### src/logic/cam_pkg.sv
// constants and carrier types for the counter array mode and pwm configuration block
`default_nettype none
package cam_pkg;
    // register byte addresses on the special function register bus
    localparam logic [7:0] CAM_MODE_ADDR = 8'hD9;
    localparam logic [7:0] CAM_PWM_ADDR = 8'hF4;
    // compare low/high byte addresses, channel n at base + n
    localparam logic [7:0] CAM_CMP_LOW_BASE = 8'hE9;
    localparam logic [7:0] CAM_CMP_HIGH_BASE = 8'hFB;
    // mode register field positions
    localparam int CAM_IDLE_BIT = 7;
    localparam int CAM_WATCHDOG_ENABLE_BIT_BIT = 6;
    localparam int CAM_WATCHDOG_LOCK_BIT_BIT = 5;
    localparam int CAM_TB_LSB = 1;
    localparam int CAM_ECF_BIT = 0;
    // pwm configuration field positions
    localparam int CAM_RELOAD_BANK_SELECT_BIT = 7;
    localparam int CAM_CYCLE_OVERFLOW_IRQ_ENABLE_BIT = 6;
    localparam int CAM_CYCLE_OVERFLOW_FLAG_BIT = 5;
    localparam int CAM_CLSEL_LSB = 0;
    // timebase codes
    localparam logic [2:0] CAM_TB_DIV12 = 3'h0;
    localparam logic [2:0] CAM_TB_DIV4 = 3'h1;
    localparam logic [2:0] CAM_TB_TIMER0 = 3'h2;
    localparam logic [2:0] CAM_TB_ECI = 3'h3;
    localparam logic [2:0] CAM_TB_SYSCLK = 3'h4;
    localparam logic [2:0] CAM_TB_EXTDIV8 = 3'h5;
    // divider counts in system clocks / external edges
    localparam logic [3:0] CAM_DIV12_COUNT = 4'hC;
    localparam logic [3:0] CAM_DIV4_COUNT = 4'h4;
    localparam logic [3:0] CAM_EXT_DIV_COUNT = 4'h8;
    // reset values
    localparam logic CAM_WATCHDOG_ENABLE_BIT_RESET = 1'b1;
    localparam logic [2:0] CAM_TB_RESET = CAM_TB_DIV12;
    localparam logic [15:0] CAM_COUNTER_RESET = 16'h0000;
    localparam logic [7:0] CAM_RDATA_RESET = 8'h00;

    // one register bus request
    typedef struct packed {
        logic [7:0] addr;
        logic [7:0] wdata;
        logic wr;
        logic rd;
    } cam_sfr_req_type;

    // mode register contents
    typedef struct packed {
        logic idle_suspend_select;
        logic watchdog_enable_bit;
        logic watchdog_lock_bit;
        logic [2:0] timebase_select;
        logic counter_overflow_irq_enable;
    } cam_mode_type;

    // pwm configuration contents
    typedef struct packed {
        logic reload_bank_select;
        logic cycle_overflow_irq_enable;
        logic cycle_overflow_flag;
        logic [1:0] cycle_length_select;
    } cam_pwm_type;
endpackage : cam_pkg
`default_nettype wire

### src/logic/cam_mode_pwm.sv
// counter array mode, timebase, main counter and pwm cycle configuration
// How it works
// (RULE1) idle suspend bit halts array during idle
// (RULE2) watchdog enable hands module 4 to watchdog
// (RULE3) lock blocks watchdog disable until reset
// (RULE4) codes 000/001/010: div12, div4, timer0
// (RULE5) code 011 counts synced external input falls
// (RULE6) 100 sysclk, 101 external/8, 11x reserved
// (RULE7) counter overflow flag plus enable requests irq
// (RULE8) watchdog on freezes other mode bits; code freezes them only while the enable bit is set, not on lock alone
// (RULE9) bank select steers compare addresses to reload
// (RULE10) reload values matter only for 9-11 bits
// (RULE11) cycle overflow flag plus enable requests irq
// (RULE12) cycle flag set from selected counter bit
// (RULE13) cycle flag sticky until software clears
// (RULE14) cycle length codes give 8,9,10,11 bits
// (RULE15) 16-bit channels ignore cycle length
// (RULE16) pwm bits 4:2 read zero, ignore writes
// (RULE17) counter wrap from max sets overflow flag
// (RULE18) enable or lock bit turns watchdog on
// (RULE19) reset leaves watchdog on, timebase div12
// (RULE20) counter steps once per enabled tick
`timescale 1ns/10ps
`default_nettype none
module cam_mode_pwm #(
    parameter int NCH = 5
) (
    // clock and reset
    input wire logic clock,
    input wire logic rst_n,
    // register bus
    input wire cam_pkg::cam_sfr_req_type sfr_req,
    output logic [7:0] sfr_rdata,
    output logic sfr_rdata_hit,
    // system status from same clock domain
    input wire logic cpu_idle,
    input wire logic run_enable,
    input wire logic timer0_overflow,
    input wire logic counter_flag_clear,
    input wire logic [NCH-1:0] pwm16_mode,
    // pins from outside the clock domain
    input wire logic external_count_input,
    input wire logic external_clock,
    // results
    output logic [15:0] main_counter,
    output logic timebase_tick,
    output logic counter_overflow_flag,
    output logic cycle_overflow_flag,
    output logic irq,
    output logic watchdog_active,
    output logic [NCH-1:0] channel_cycle_wrap,
    output logic [16*NCH-1:0] reload_value
);
    import cam_pkg::*;

    // reset release synchroniser
    logic [1:0] rst_pipe;
    logic rst_sync_n;
    // pin synchronisers, first stage read only by second
    logic [1:0] eci_sync;
    logic [1:0] ext_sync;
    logic eci_last;
    logic ext_last;
    // register state
    cam_mode_type mode;
    cam_pwm_type pwm;
    logic [15:0] reload_mem [NCH];
    // timebase dividers
    logic [3:0] div12_cnt;
    logic [3:0] div4_cnt;
    logic [3:0] ext_cnt;
    logic div12_hit;
    logic div4_hit;
    logic ext_hit;
    logic eci_fall;
    logic next_tick;
    logic advance;
    logic wrap16;
    logic cycle_wrap;
    logic [3:0] cycle_bits;
    logic mode_wr;
    logic pwm_wr;

    // hold reset until two clean clock edges after release
    always_ff @(posedge clock or negedge rst_n) begin
        if (!rst_n) begin
            rst_pipe <= 2'h0;
        end else begin
            rst_pipe <= {rst_pipe[0], 1'b1};
        end
    end
    assign rst_sync_n = rst_pipe[1];

    // bring both pins into the clock domain
    always_ff @(posedge clock or negedge rst_sync_n) begin
        if (!rst_sync_n) begin
            eci_sync <= 2'h3;
            ext_sync <= 2'h0;
            eci_last <= 1'b1;
            ext_last <= 1'b0;
        end else begin
            eci_sync <= {eci_sync[0], external_count_input};
            ext_sync <= {ext_sync[0], external_clock};
            eci_last <= eci_sync[1];
            ext_last <= ext_sync[1];
        end
    end
    // falling edge only seen reliably up to a quarter of sysclk
    assign eci_fall = eci_last & ~eci_sync[1]; // RULE5

    // address decode
    assign mode_wr = sfr_req.wr && (sfr_req.addr == CAM_MODE_ADDR);
    assign pwm_wr = sfr_req.wr && (sfr_req.addr == CAM_PWM_ADDR);

    // mode register with watchdog freeze and lock
    always_ff @(posedge clock or negedge rst_sync_n) begin
        if (!rst_sync_n) begin
            mode.idle_suspend_select <= 1'b0;
            mode.watchdog_enable_bit <= CAM_WATCHDOG_ENABLE_BIT_RESET; // RULE19
            mode.watchdog_lock_bit <= 1'b0; // RULE3
            mode.timebase_select <= CAM_TB_RESET; // RULE19
            mode.counter_overflow_irq_enable <= 1'b0;
        end else if (mode_wr) begin
            if (mode.watchdog_enable_bit) begin
                // only the enable may move; a lock pins it high
                mode.watchdog_enable_bit <= sfr_req.wdata[CAM_WATCHDOG_ENABLE_BIT_BIT] | mode.watchdog_lock_bit; // RULE8 RULE3
            end else begin
                mode.idle_suspend_select <= sfr_req.wdata[CAM_IDLE_BIT];
                mode.watchdog_enable_bit <= sfr_req.wdata[CAM_WATCHDOG_ENABLE_BIT_BIT];
                // a set lock stays set until reset
                mode.watchdog_lock_bit <= sfr_req.wdata[CAM_WATCHDOG_LOCK_BIT_BIT] | mode.watchdog_lock_bit; // RULE3
                mode.timebase_select <= sfr_req.wdata[CAM_TB_LSB +: 3];
                mode.counter_overflow_irq_enable <= sfr_req.wdata[CAM_ECF_BIT];
            end
        end
    end

    // watchdog state handed to module 4
    always_ff @(posedge clock or negedge rst_sync_n) begin
        if (!rst_sync_n) begin
            watchdog_active <= CAM_WATCHDOG_ENABLE_BIT_RESET; // RULE19
        end else begin
            // either bit keeps module 4 in watchdog duty
            watchdog_active <= mode.watchdog_enable_bit | mode.watchdog_lock_bit; // RULE2 RULE18
        end
    end

    // pwm configuration, unused bits are not stored
    always_ff @(posedge clock or negedge rst_sync_n) begin
        if (!rst_sync_n) begin
            pwm.reload_bank_select <= 1'b0;
            pwm.cycle_overflow_irq_enable <= 1'b0;
            pwm.cycle_length_select <= 2'h0;
        end else if (pwm_wr) begin
            pwm.reload_bank_select <= sfr_req.wdata[CAM_RELOAD_BANK_SELECT_BIT];
            pwm.cycle_overflow_irq_enable <= sfr_req.wdata[CAM_CYCLE_OVERFLOW_IRQ_ENABLE_BIT];
            pwm.cycle_length_select <= sfr_req.wdata[CAM_CLSEL_LSB +: 2];
        end
    end

    // cycle overflow flag, hardware set wins over a software clear
    always_ff @(posedge clock or negedge rst_sync_n) begin
        if (!rst_sync_n) begin
            pwm.cycle_overflow_flag <= 1'b0;
        end else if (cycle_wrap) begin
            pwm.cycle_overflow_flag <= 1'b1; // RULE12 RULE13
        end else if (pwm_wr) begin
            // software may set or clear it
            pwm.cycle_overflow_flag <= sfr_req.wdata[CAM_CYCLE_OVERFLOW_FLAG_BIT]; // RULE13
        end
    end

    // free running dividers for the sysclk timebases
    always_ff @(posedge clock or negedge rst_sync_n) begin
        if (!rst_sync_n) begin
            div12_cnt <= 4'h0;
            div4_cnt <= 4'h0;
        end else begin
            div12_cnt <= div12_hit ? 4'h0 : div12_cnt + 4'h1;
            div4_cnt <= div4_hit ? 4'h0 : div4_cnt + 4'h1;
        end
    end
    assign div12_hit = (div12_cnt == CAM_DIV12_COUNT - 4'h1);
    assign div4_hit = (div4_cnt == CAM_DIV4_COUNT - 4'h1);

    // external clock divided by eight on synced rising edges
    always_ff @(posedge clock or negedge rst_sync_n) begin
        if (!rst_sync_n) begin
            ext_cnt <= 4'h0;
        end else if (ext_sync[1] & ~ext_last) begin
            ext_cnt <= ext_hit ? 4'h0 : ext_cnt + 4'h1;
        end
    end
    assign ext_hit = (ext_cnt == CAM_EXT_DIV_COUNT - 4'h1);

    // pick the timebase event
    always_comb begin
        next_tick = 1'b0;
        unique case (mode.timebase_select)
            CAM_TB_DIV12: next_tick = div12_hit; // RULE4
            CAM_TB_DIV4: next_tick = div4_hit; // RULE4
            CAM_TB_TIMER0: next_tick = timer0_overflow; // RULE4
            CAM_TB_ECI: next_tick = eci_fall; // RULE5
            CAM_TB_SYSCLK: next_tick = 1'b1; // RULE6
            CAM_TB_EXTDIV8: next_tick = ext_hit & ext_sync[1] & ~ext_last; // RULE6
            // reserved codes never tick
            default: next_tick = 1'b0; // RULE6
        endcase
    end

    // a tick counts only when running and not idle-suspended
    assign advance = next_tick & run_enable & ~(cpu_idle & mode.idle_suspend_select); // RULE1 RULE20

    // registered copy of the effective tick
    always_ff @(posedge clock or negedge rst_sync_n) begin
        if (!rst_sync_n) begin
            timebase_tick <= 1'b0;
        end else begin
            timebase_tick <= advance;
        end
    end

    // main counter steps once per effective tick
    always_ff @(posedge clock or negedge rst_sync_n) begin
        if (!rst_sync_n) begin
            main_counter <= CAM_COUNTER_RESET;
        end else if (advance) begin
            main_counter <= main_counter + 16'h0001; // RULE20
        end
    end

    // overflow points: full width and selected cycle length
    assign wrap16 = advance && (main_counter == 16'hFFFF); // RULE17
    // code 11 gives the eleven-bit cycle
    assign cycle_bits = 4'h8 + {2'h0, pwm.cycle_length_select}; // RULE14
    // carry out of the chosen bit when all lower bits are ones
    assign cycle_wrap = advance && (&(main_counter | ~((16'h0001 << cycle_bits) - 16'h0001))); // RULE12

    // counter overflow flag, set wins over the clear strobe
    always_ff @(posedge clock or negedge rst_sync_n) begin
        if (!rst_sync_n) begin
            counter_overflow_flag <= 1'b0;
        end else if (wrap16) begin
            counter_overflow_flag <= 1'b1; // RULE17
        end else if (counter_flag_clear) begin
            counter_overflow_flag <= 1'b0;
        end
    end

    // copy of the sticky cycle flag
    always_ff @(posedge clock or negedge rst_sync_n) begin
        if (!rst_sync_n) begin
            cycle_overflow_flag <= 1'b0;
        end else begin
            cycle_overflow_flag <= pwm.cycle_overflow_flag | cycle_wrap; // RULE13
        end
    end

    // interrupt request from either enabled flag
    always_ff @(posedge clock or negedge rst_sync_n) begin
        if (!rst_sync_n) begin
            irq <= 1'b0;
        end else begin
            irq <= (counter_overflow_flag & mode.counter_overflow_irq_enable) // RULE7
                | (pwm.cycle_overflow_flag & pwm.cycle_overflow_irq_enable); // RULE11
        end
    end

    // per channel: wrap point, reload storage and its effect
    generate
        for (genvar n = 0; n < NCH; n++) begin : g_chan
            localparam logic [7:0] LOW_ADDR = CAM_CMP_LOW_BASE + 8'(n);
            localparam logic [7:0] HIGH_ADDR = CAM_CMP_HIGH_BASE + 8'(n);

            // sixteen-bit channels use the full counter wrap
            always_ff @(posedge clock or negedge rst_sync_n) begin
                if (!rst_sync_n) begin
                    channel_cycle_wrap[n] <= 1'b0;
                end else begin
                    channel_cycle_wrap[n] <= pwm16_mode[n] ? wrap16 : cycle_wrap; // RULE15
                end
            end

            // compare addresses reach reload bank only when selected
            always_ff @(posedge clock or negedge rst_sync_n) begin
                if (!rst_sync_n) begin
                    reload_mem[n] <= 16'h0000;
                end else if (sfr_req.wr && pwm.reload_bank_select) begin
                    if (sfr_req.addr == LOW_ADDR) begin
                        reload_mem[n][7:0] <= sfr_req.wdata; // RULE9
                    end else if (sfr_req.addr == HIGH_ADDR) begin
                        reload_mem[n][15:8] <= sfr_req.wdata; // RULE9
                    end
                end
            end

            // reload is offered only for 9 to 11 bit cycles
            always_ff @(posedge clock or negedge rst_sync_n) begin
                if (!rst_sync_n) begin
                    reload_value[16*n +: 16] <= 16'h0000;
                end else if (!pwm16_mode[n] && pwm.cycle_length_select != 2'h0) begin
                    reload_value[16*n +: 16] <= reload_mem[n]; // RULE10
                end else begin
                    reload_value[16*n +: 16] <= 16'h0000; // RULE10
                end
            end
        end
    endgenerate

    // read mux: data answers one cycle after the read strobe
    always_ff @(posedge clock or negedge rst_sync_n) begin
        if (!rst_sync_n) begin
            sfr_rdata <= CAM_RDATA_RESET;
            sfr_rdata_hit <= 1'b0;
        end else begin
            sfr_rdata <= CAM_RDATA_RESET;
            sfr_rdata_hit <= 1'b0;
            if (sfr_req.rd) begin
                if (sfr_req.addr == CAM_MODE_ADDR) begin
                    // bit 4 reads zero
                    sfr_rdata <= {mode.idle_suspend_select, mode.watchdog_enable_bit,
                        mode.watchdog_lock_bit, 1'b0, mode.timebase_select,
                        mode.counter_overflow_irq_enable};
                    sfr_rdata_hit <= 1'b1;
                end else if (sfr_req.addr == CAM_PWM_ADDR) begin
                    sfr_rdata <= {pwm.reload_bank_select, pwm.cycle_overflow_irq_enable,
                        pwm.cycle_overflow_flag, 3'h0, pwm.cycle_length_select}; // RULE16
                    sfr_rdata_hit <= 1'b1;
                end else if (pwm.reload_bank_select) begin
                    // with the bank clear the compare logic answers instead
                    for (int i = 0; i < NCH; i++) begin
                        if (sfr_req.addr == CAM_CMP_LOW_BASE + 8'(i)) begin
                            sfr_rdata <= reload_mem[i][7:0]; // RULE9
                            sfr_rdata_hit <= 1'b1;
                        end else if (sfr_req.addr == CAM_CMP_HIGH_BASE + 8'(i)) begin
                            sfr_rdata <= reload_mem[i][15:8]; // RULE9
                            sfr_rdata_hit <= 1'b1;
                        end
                    end
                end
            end
        end
    end
endmodule : cam_mode_pwm
`default_nettype wire

### config.mk
export PLATFORM = sky130hd
export DESIGN_NAME = cam_mode_pwm
export DESIGN_NICKNAME = d
export VERILOG_FILES = /design/src/logic/cam_pkg.sv /design/src/logic/cam_mode_pwm.sv
export SDC_FILE = /design/constraint.sdc
export NUM_CORES = 1
export LEC_CHECK = 0
export BUFFER_PORTS_ARGS = -buffer_cell sky130_fd_sc_hd__buf_4
export CELL_PAD_IN_SITES_DETAIL_PLACEMENT = 0
export CELL_PAD_IN_SITES_GLOBAL_PLACEMENT = 1
export CORE_UTILIZATION = 43
export DETAILED_ROUTE_END_ITERATION = 10
export PLACE_DENSITY = 0.82
export SYNTH_ARGS = -nofsm -noshare
export SYNTH_HDL_FRONTEND = slang
export SYNTH_SLANG_ARGS = --single-unit
### constraint.sdc
create_clock -name clock -period 9.1 [get_ports clock]
set_input_delay 0.91 -clock clock [delete_from_list [all_inputs] [get_ports clock]]
set_output_delay 0.91 -clock clock [all_outputs]
set_load 0.01 [all_outputs]
### Yosys cells after proc, flatten, opt, wreduce, memory -nomap -nowiden

Cells that the tools add are included.

| storage, ports and cells | value |
|---|---|
| bits in registers | 227 |
| input bits | 31 |
| output and inout port bits | 115 |
| logic and storage cells | 176 |

| operators by class | value |
|---|---|
| add/subtract/negate cells | 6 |
| eq/ne operators | 21 |
| shift operators | 1 |
| mux-type cells | 47 |
| bitwise gates (word level) | 25 |
| reduce and logical (&&, ||, !) cells | 31 |

Operator list:

| operator | number |
|---|---|
| $mux W8 | 14 |
| $eq A8 B8 Y1 const B | 12 |
| $mux W16 | 5 |
| $mux W1 | 24 |
| $add A16 B1 Y16 const B | 1 |
| $eq A16 B16 Y1 const B | 1 |
| $not A16 Y16 | 1 |
| $or A16 B16 Y16 | 1 |
| $reduce_and A16 Y1 | 1 |
| $shl A1 B4 Y16 const A | 1 |
| $sub A16 B1 Y16 const B | 1 |
| $reduce_and A3 Y1 | 5 |
| $add A4 B1 Y4 const B | 3 |
| $mux W4 | 3 |
| $reduce_and A2 Y1 | 6 |
| $logic_and A1 B1 Y1 | 10 |
| $and A1 B1 Y1 | 9 |
| $not A1 Y1 | 9 |
| $eq A3 B2 Y1 const B | 2 |
| $eq A3 B3 Y1 const B | 2 |
| $pmux W1 S6 | 1 |
| $reduce_bool A2 Y1 | 3 |
| $logic_not A1 Y1 | 5 |
| $or A1 B1 Y1 | 5 |
| 6 further kinds | 6 |

### Depth between registers and ports, before layout

| depth | value |
|---|---|
| depth in word-level cells | 15 |
| gate-level depth with buffers | 9 |
| gate-level depth less buffers | 8 |

### Worst setup path after synthesis

Ideal clock, no wire load.

| timing path | value |
|---|---|
| kind | input to register |
| start | in sfr_req[15] in the netlist's numbering |
| end | reg reload_mem[15] in the netlist's numbering |
| setup time | 0.125 ns |
| arrival time | 2.340 ns |
| required time | 8.975 ns |
| path slack | 6.635 ns |
| stages on the path | 6 |
| buffers on the path | 2 |
| path through | buf_4 nand4_1 or3_1 buf_2 nor2_4 mux2_2 |

| on the way | value |
|---|---|
| longest elaborated chain between the ends | 3 |
| elaborated cells on any way between the ends | 4 |
| classes of those cells | 2 x eq/ne; 1 x bitwise; 1 x reduce/logical |

RTL lines:

| element | line | source |
|---|---|---|
| from (decl) | cam_mode_pwm.sv:32 | `input wire cam_pkg::cam_sfr_req_type sfr_req,` |
| $eq A8 B8 Y1 | cam_mode_pwm.sv:289 | `if (sfr_req.addr == LOW_ADDR) begin` |
| $not A1 Y1 (no source line) | - |  |
| $reduce_and A3 Y1 (no source line) * | - |  |
| to (signal, indexed assignment) | cam_mode_pwm.sv:290 | `reload_mem[n][7:0] <= sfr_req.wdata;` |
| to (signal, indexed assignment) | cam_mode_pwm.sv:292 | `reload_mem[n][15:8] <= sfr_req.wdata;` |
| to (decl) | cam_mode_pwm.sv:67 | `logic [15:0] reload_mem [NCH];` |

Every way passes the cells marked *; elsewhere a longest branch is shown, timed or not.
A chain may end at the register's enable or synchronous reset.

### Worst setup path after layout

| timing path | value |
|---|---|
| start | in sfr_req[10] in the netlist's numbering |
| end | reg mode[3] in the netlist's numbering |

| on the way | value |
|---|---|
| longest elaborated chain between the ends | 3 |

RTL lines:

| element | line | source |
|---|---|---|
| $eq A8 B8 Y1 | cam_mode_pwm.sv:112 | `assign mode_wr = sfr_req.wr && (sfr_req.addr == CAM_MODE_ADDR);` |
| $logic_and A1 B1 Y1 | cam_mode_pwm.sv:112 |  |
| $reduce_and A2 Y1 (no source line) | - |  |
| to (decl) | cam_mode_pwm.sv:65 | `cam_mode_type mode;` |

Every way passes these cells.

==> results.ini <==
[cts]
postCtsResizedCells=0
cts_max_level=1
clockBufferDepth=3
cts.sinks=227
root_buffer=clkbuf_16
clkTransAtPathRegs_ns=0.06
cts-buffers-inserted=24
cts_tree=built
post_cts_buffers=0
cts_hold_repair.buffers=0
insertion_delay_ns=0.52

[sta]
period_needed_ns=2.57
maxSlewViolCount=0
tns_ns=0
tightest_slew_ns=1.11
fmax_mhz=388
finalHoldViolCount=0
setup_viol=0
rsz0062_at_grt=false
clock_skew_ns=0.0189
relSlewSlack=0.258
finalCritPeriodShare=0.283

[global_route]
grt_max_degree=88
grt_pass1_vias=6232
grt.total_usage=0.214
antenna_found_initial=0
grt_pass1_wl_um=36300
grt_overflow_total=0

[die]
die_y_um=150
fp.dieW_um=150
die_area_um2=22500
initial_core_util=0.443
core_um2=21300
ios=146
row_count=53

[route]
ant_nets=0
first_iter_violations=522
route.met2.wl_um=10600
drtPass1Iterations=5
wl_um=23300
vias=6411
drt-met1-wl_um=10500
met3_length_um=1630
vias_per_cell=5.40
drc=0
wire_per_inst_um=19.6
routed.top_layer=met4

[setup_path]
reg2reg_to=reload_mem[16]
cp_slowest_cell=buf_4
path_buf_inv=2
path_cells=buf_4 -> nand2b_1 -> nor4_1 -> buf_4 -> nand2_1 -> nor2_1 -> mux2_2
critPathKind=in -> reg
cpMostUsedCell=buf_4
max_stage_delay_ns=0.47
worst-path-max-fanout=57
worst_r2r_path_depth=3
rrSetupSlack_ns=6.87
setup.worst_path.start_class=primary input
crit_required_ns=9.49
end_kind=flip-flop
crit_family=simple AND/OR/NAND/NOR gates
crit_arrival_ns=2.97
r2r-start=pwm[4]

[cells_and_area]
antenna_cells=0
final_nets=931
final_util=0.539
fill_cells=1848
layout-drive-gt1-share=0.324
area_delta_synth_final_pct=21.6

[yosys]
synth_edf_count=0
ys_ff_latch=227
syn_area_um2=9430
yosysWarnings=0
yosysTopAreaCellShare=0.589
ys_async_sr_fraction=1.00
synth.most_common_cell=dfrtp_1
ys.flop_type=dfrtp_1
synth.largest_area_cell=dfrtp_1
ys_seq_area_frac=0.603
avgSynthCellArea_um2=12.4
syn_nets=798
synthTopCellsByArea=dfrtp_1, mux2_2, and2_1, nor2_1, nand2_1
synth_common_cells=dfrtp_1, mux2_2, and2_1, nor2_1, nand2_1
yosys.cell_types.count=68
synth_cells=763

[hold_path]
min-delay-path-class=in -> async

[status]
status=complete, no violations

[pwr]
p_leak_uw=0.00573
p_per_area_nw_per_um2=185
vdd_drop_max_mv=0.161

[placed_design]
portBuffers=145
dp_hpwl_um=16300
gp_congestion=0.924

[job]
drv_cap=0

==> worst max path at each step <==
stage                      from  slack (ns)  cells past startpoint                    end
floorplan           rst_pipe[1]        2.31                      0  channel_cycle_wrap[0]
global placement    sfr_req[10]        6.08                      7                mode[2]
detailed placement  sfr_req[10]        6.03                      7                mode[3]
CTS                 sfr_req[10]        6.55                      7                mode[3]
global route        sfr_req[10]        6.28                      7                mode[6]
finish              sfr_req[10]        6.53                      7                mode[3]
==> stage by stage <==
| step | area, µm² | instances | setup slack, ns | hold WS [ns] | power, µW |
|---|---|---|---|---|---|
| floorplan | 9430 | 763 | 2.31 | 0.331 | 1150 |
| global placement | 10700 | 1145 | 6.08 | 0.334 | 1200 |
| detailed placement | 10700 | 1145 | 6.03 | 0.336 | 1200 |
| CTS | 11500 | 1188 | 6.55 | 0.151 | 2140 |
| finish | 11500 | 1188 | 6.53 | 0.165 | 2120 |
| global route | 11500 | 1188 | 6.28 | 0.159 | 2210 |
==> placed cells by master, fill, tap and decap left out, types with 13 or more instances in the layout <==
cell / instances
a21oi_1: 20
and2_1: 78
buf_4: 148
clkbuf_16: 25
dfrtp_1: 221
inv_1: 13
mux2_2: 82
nand2_1: 39
nand3_1: 17
nor2_1: 43
nor3_1: 23
o21ai_0: 17
o22ai_1: 13
==> registers in the layout, indices dropped and copies added, names as in the netlist, 2 cells and up <==
name                cells
channel_cycle_wrap      5
eci_sync                2
reload_value           80
div12_cnt               4
sfr_rdata               8
main_counter           16
ext_sync                2
ext_cnt                 4
rst_pipe                2
mode                    7
div4_cnt                4
reload_mem             80
pwm                     5
==> layer usage <==
layer  vias up  global-route usage
met5         -                   0
met2       247               0.328
met3        37              0.0329
li1       2940                   -
met4         0              0.0641
met1      3187               0.311
==> power breakdown <==
part	switching (µW)	leakage, µW	internal, µW
Clock	393	0.000380	551
Sequential	31.4	0.00312	1030
Combinational	71.2	0.00223	44.6
Total	496	0.00573	1630
==> kinds of logic (layout without fill, tap and decap cells) <==
group,Yosys count,after routing,share of synthesized area
muxes,100,100,0.121
xor gates and xnor gates,18,18,0.0167
other,1,1,0.000398
buffers and inverters,55,205,0.0259
and+or+nand+nor,254,254,0.153
DFF,227,227,0.603
adders and majority gates,5,5,0.00637
AOI/OAI and AO/OA,103,103,0.0734
==> area by class of cell <==
class                           count  area, µm²  area share
Clock inverter                      8       48.8     0.00426
Inverter                           14       52.6     0.00458
Clock buffer                       35        723      0.0631
Sequential cell                   227       5690       0.496
Tap cell                          275        344      0.0300
Multi-Input combinational cell    481       3500       0.305
Timing Repair Buffer              148       1110      0.0969
(Power assumes the default switching activity.)
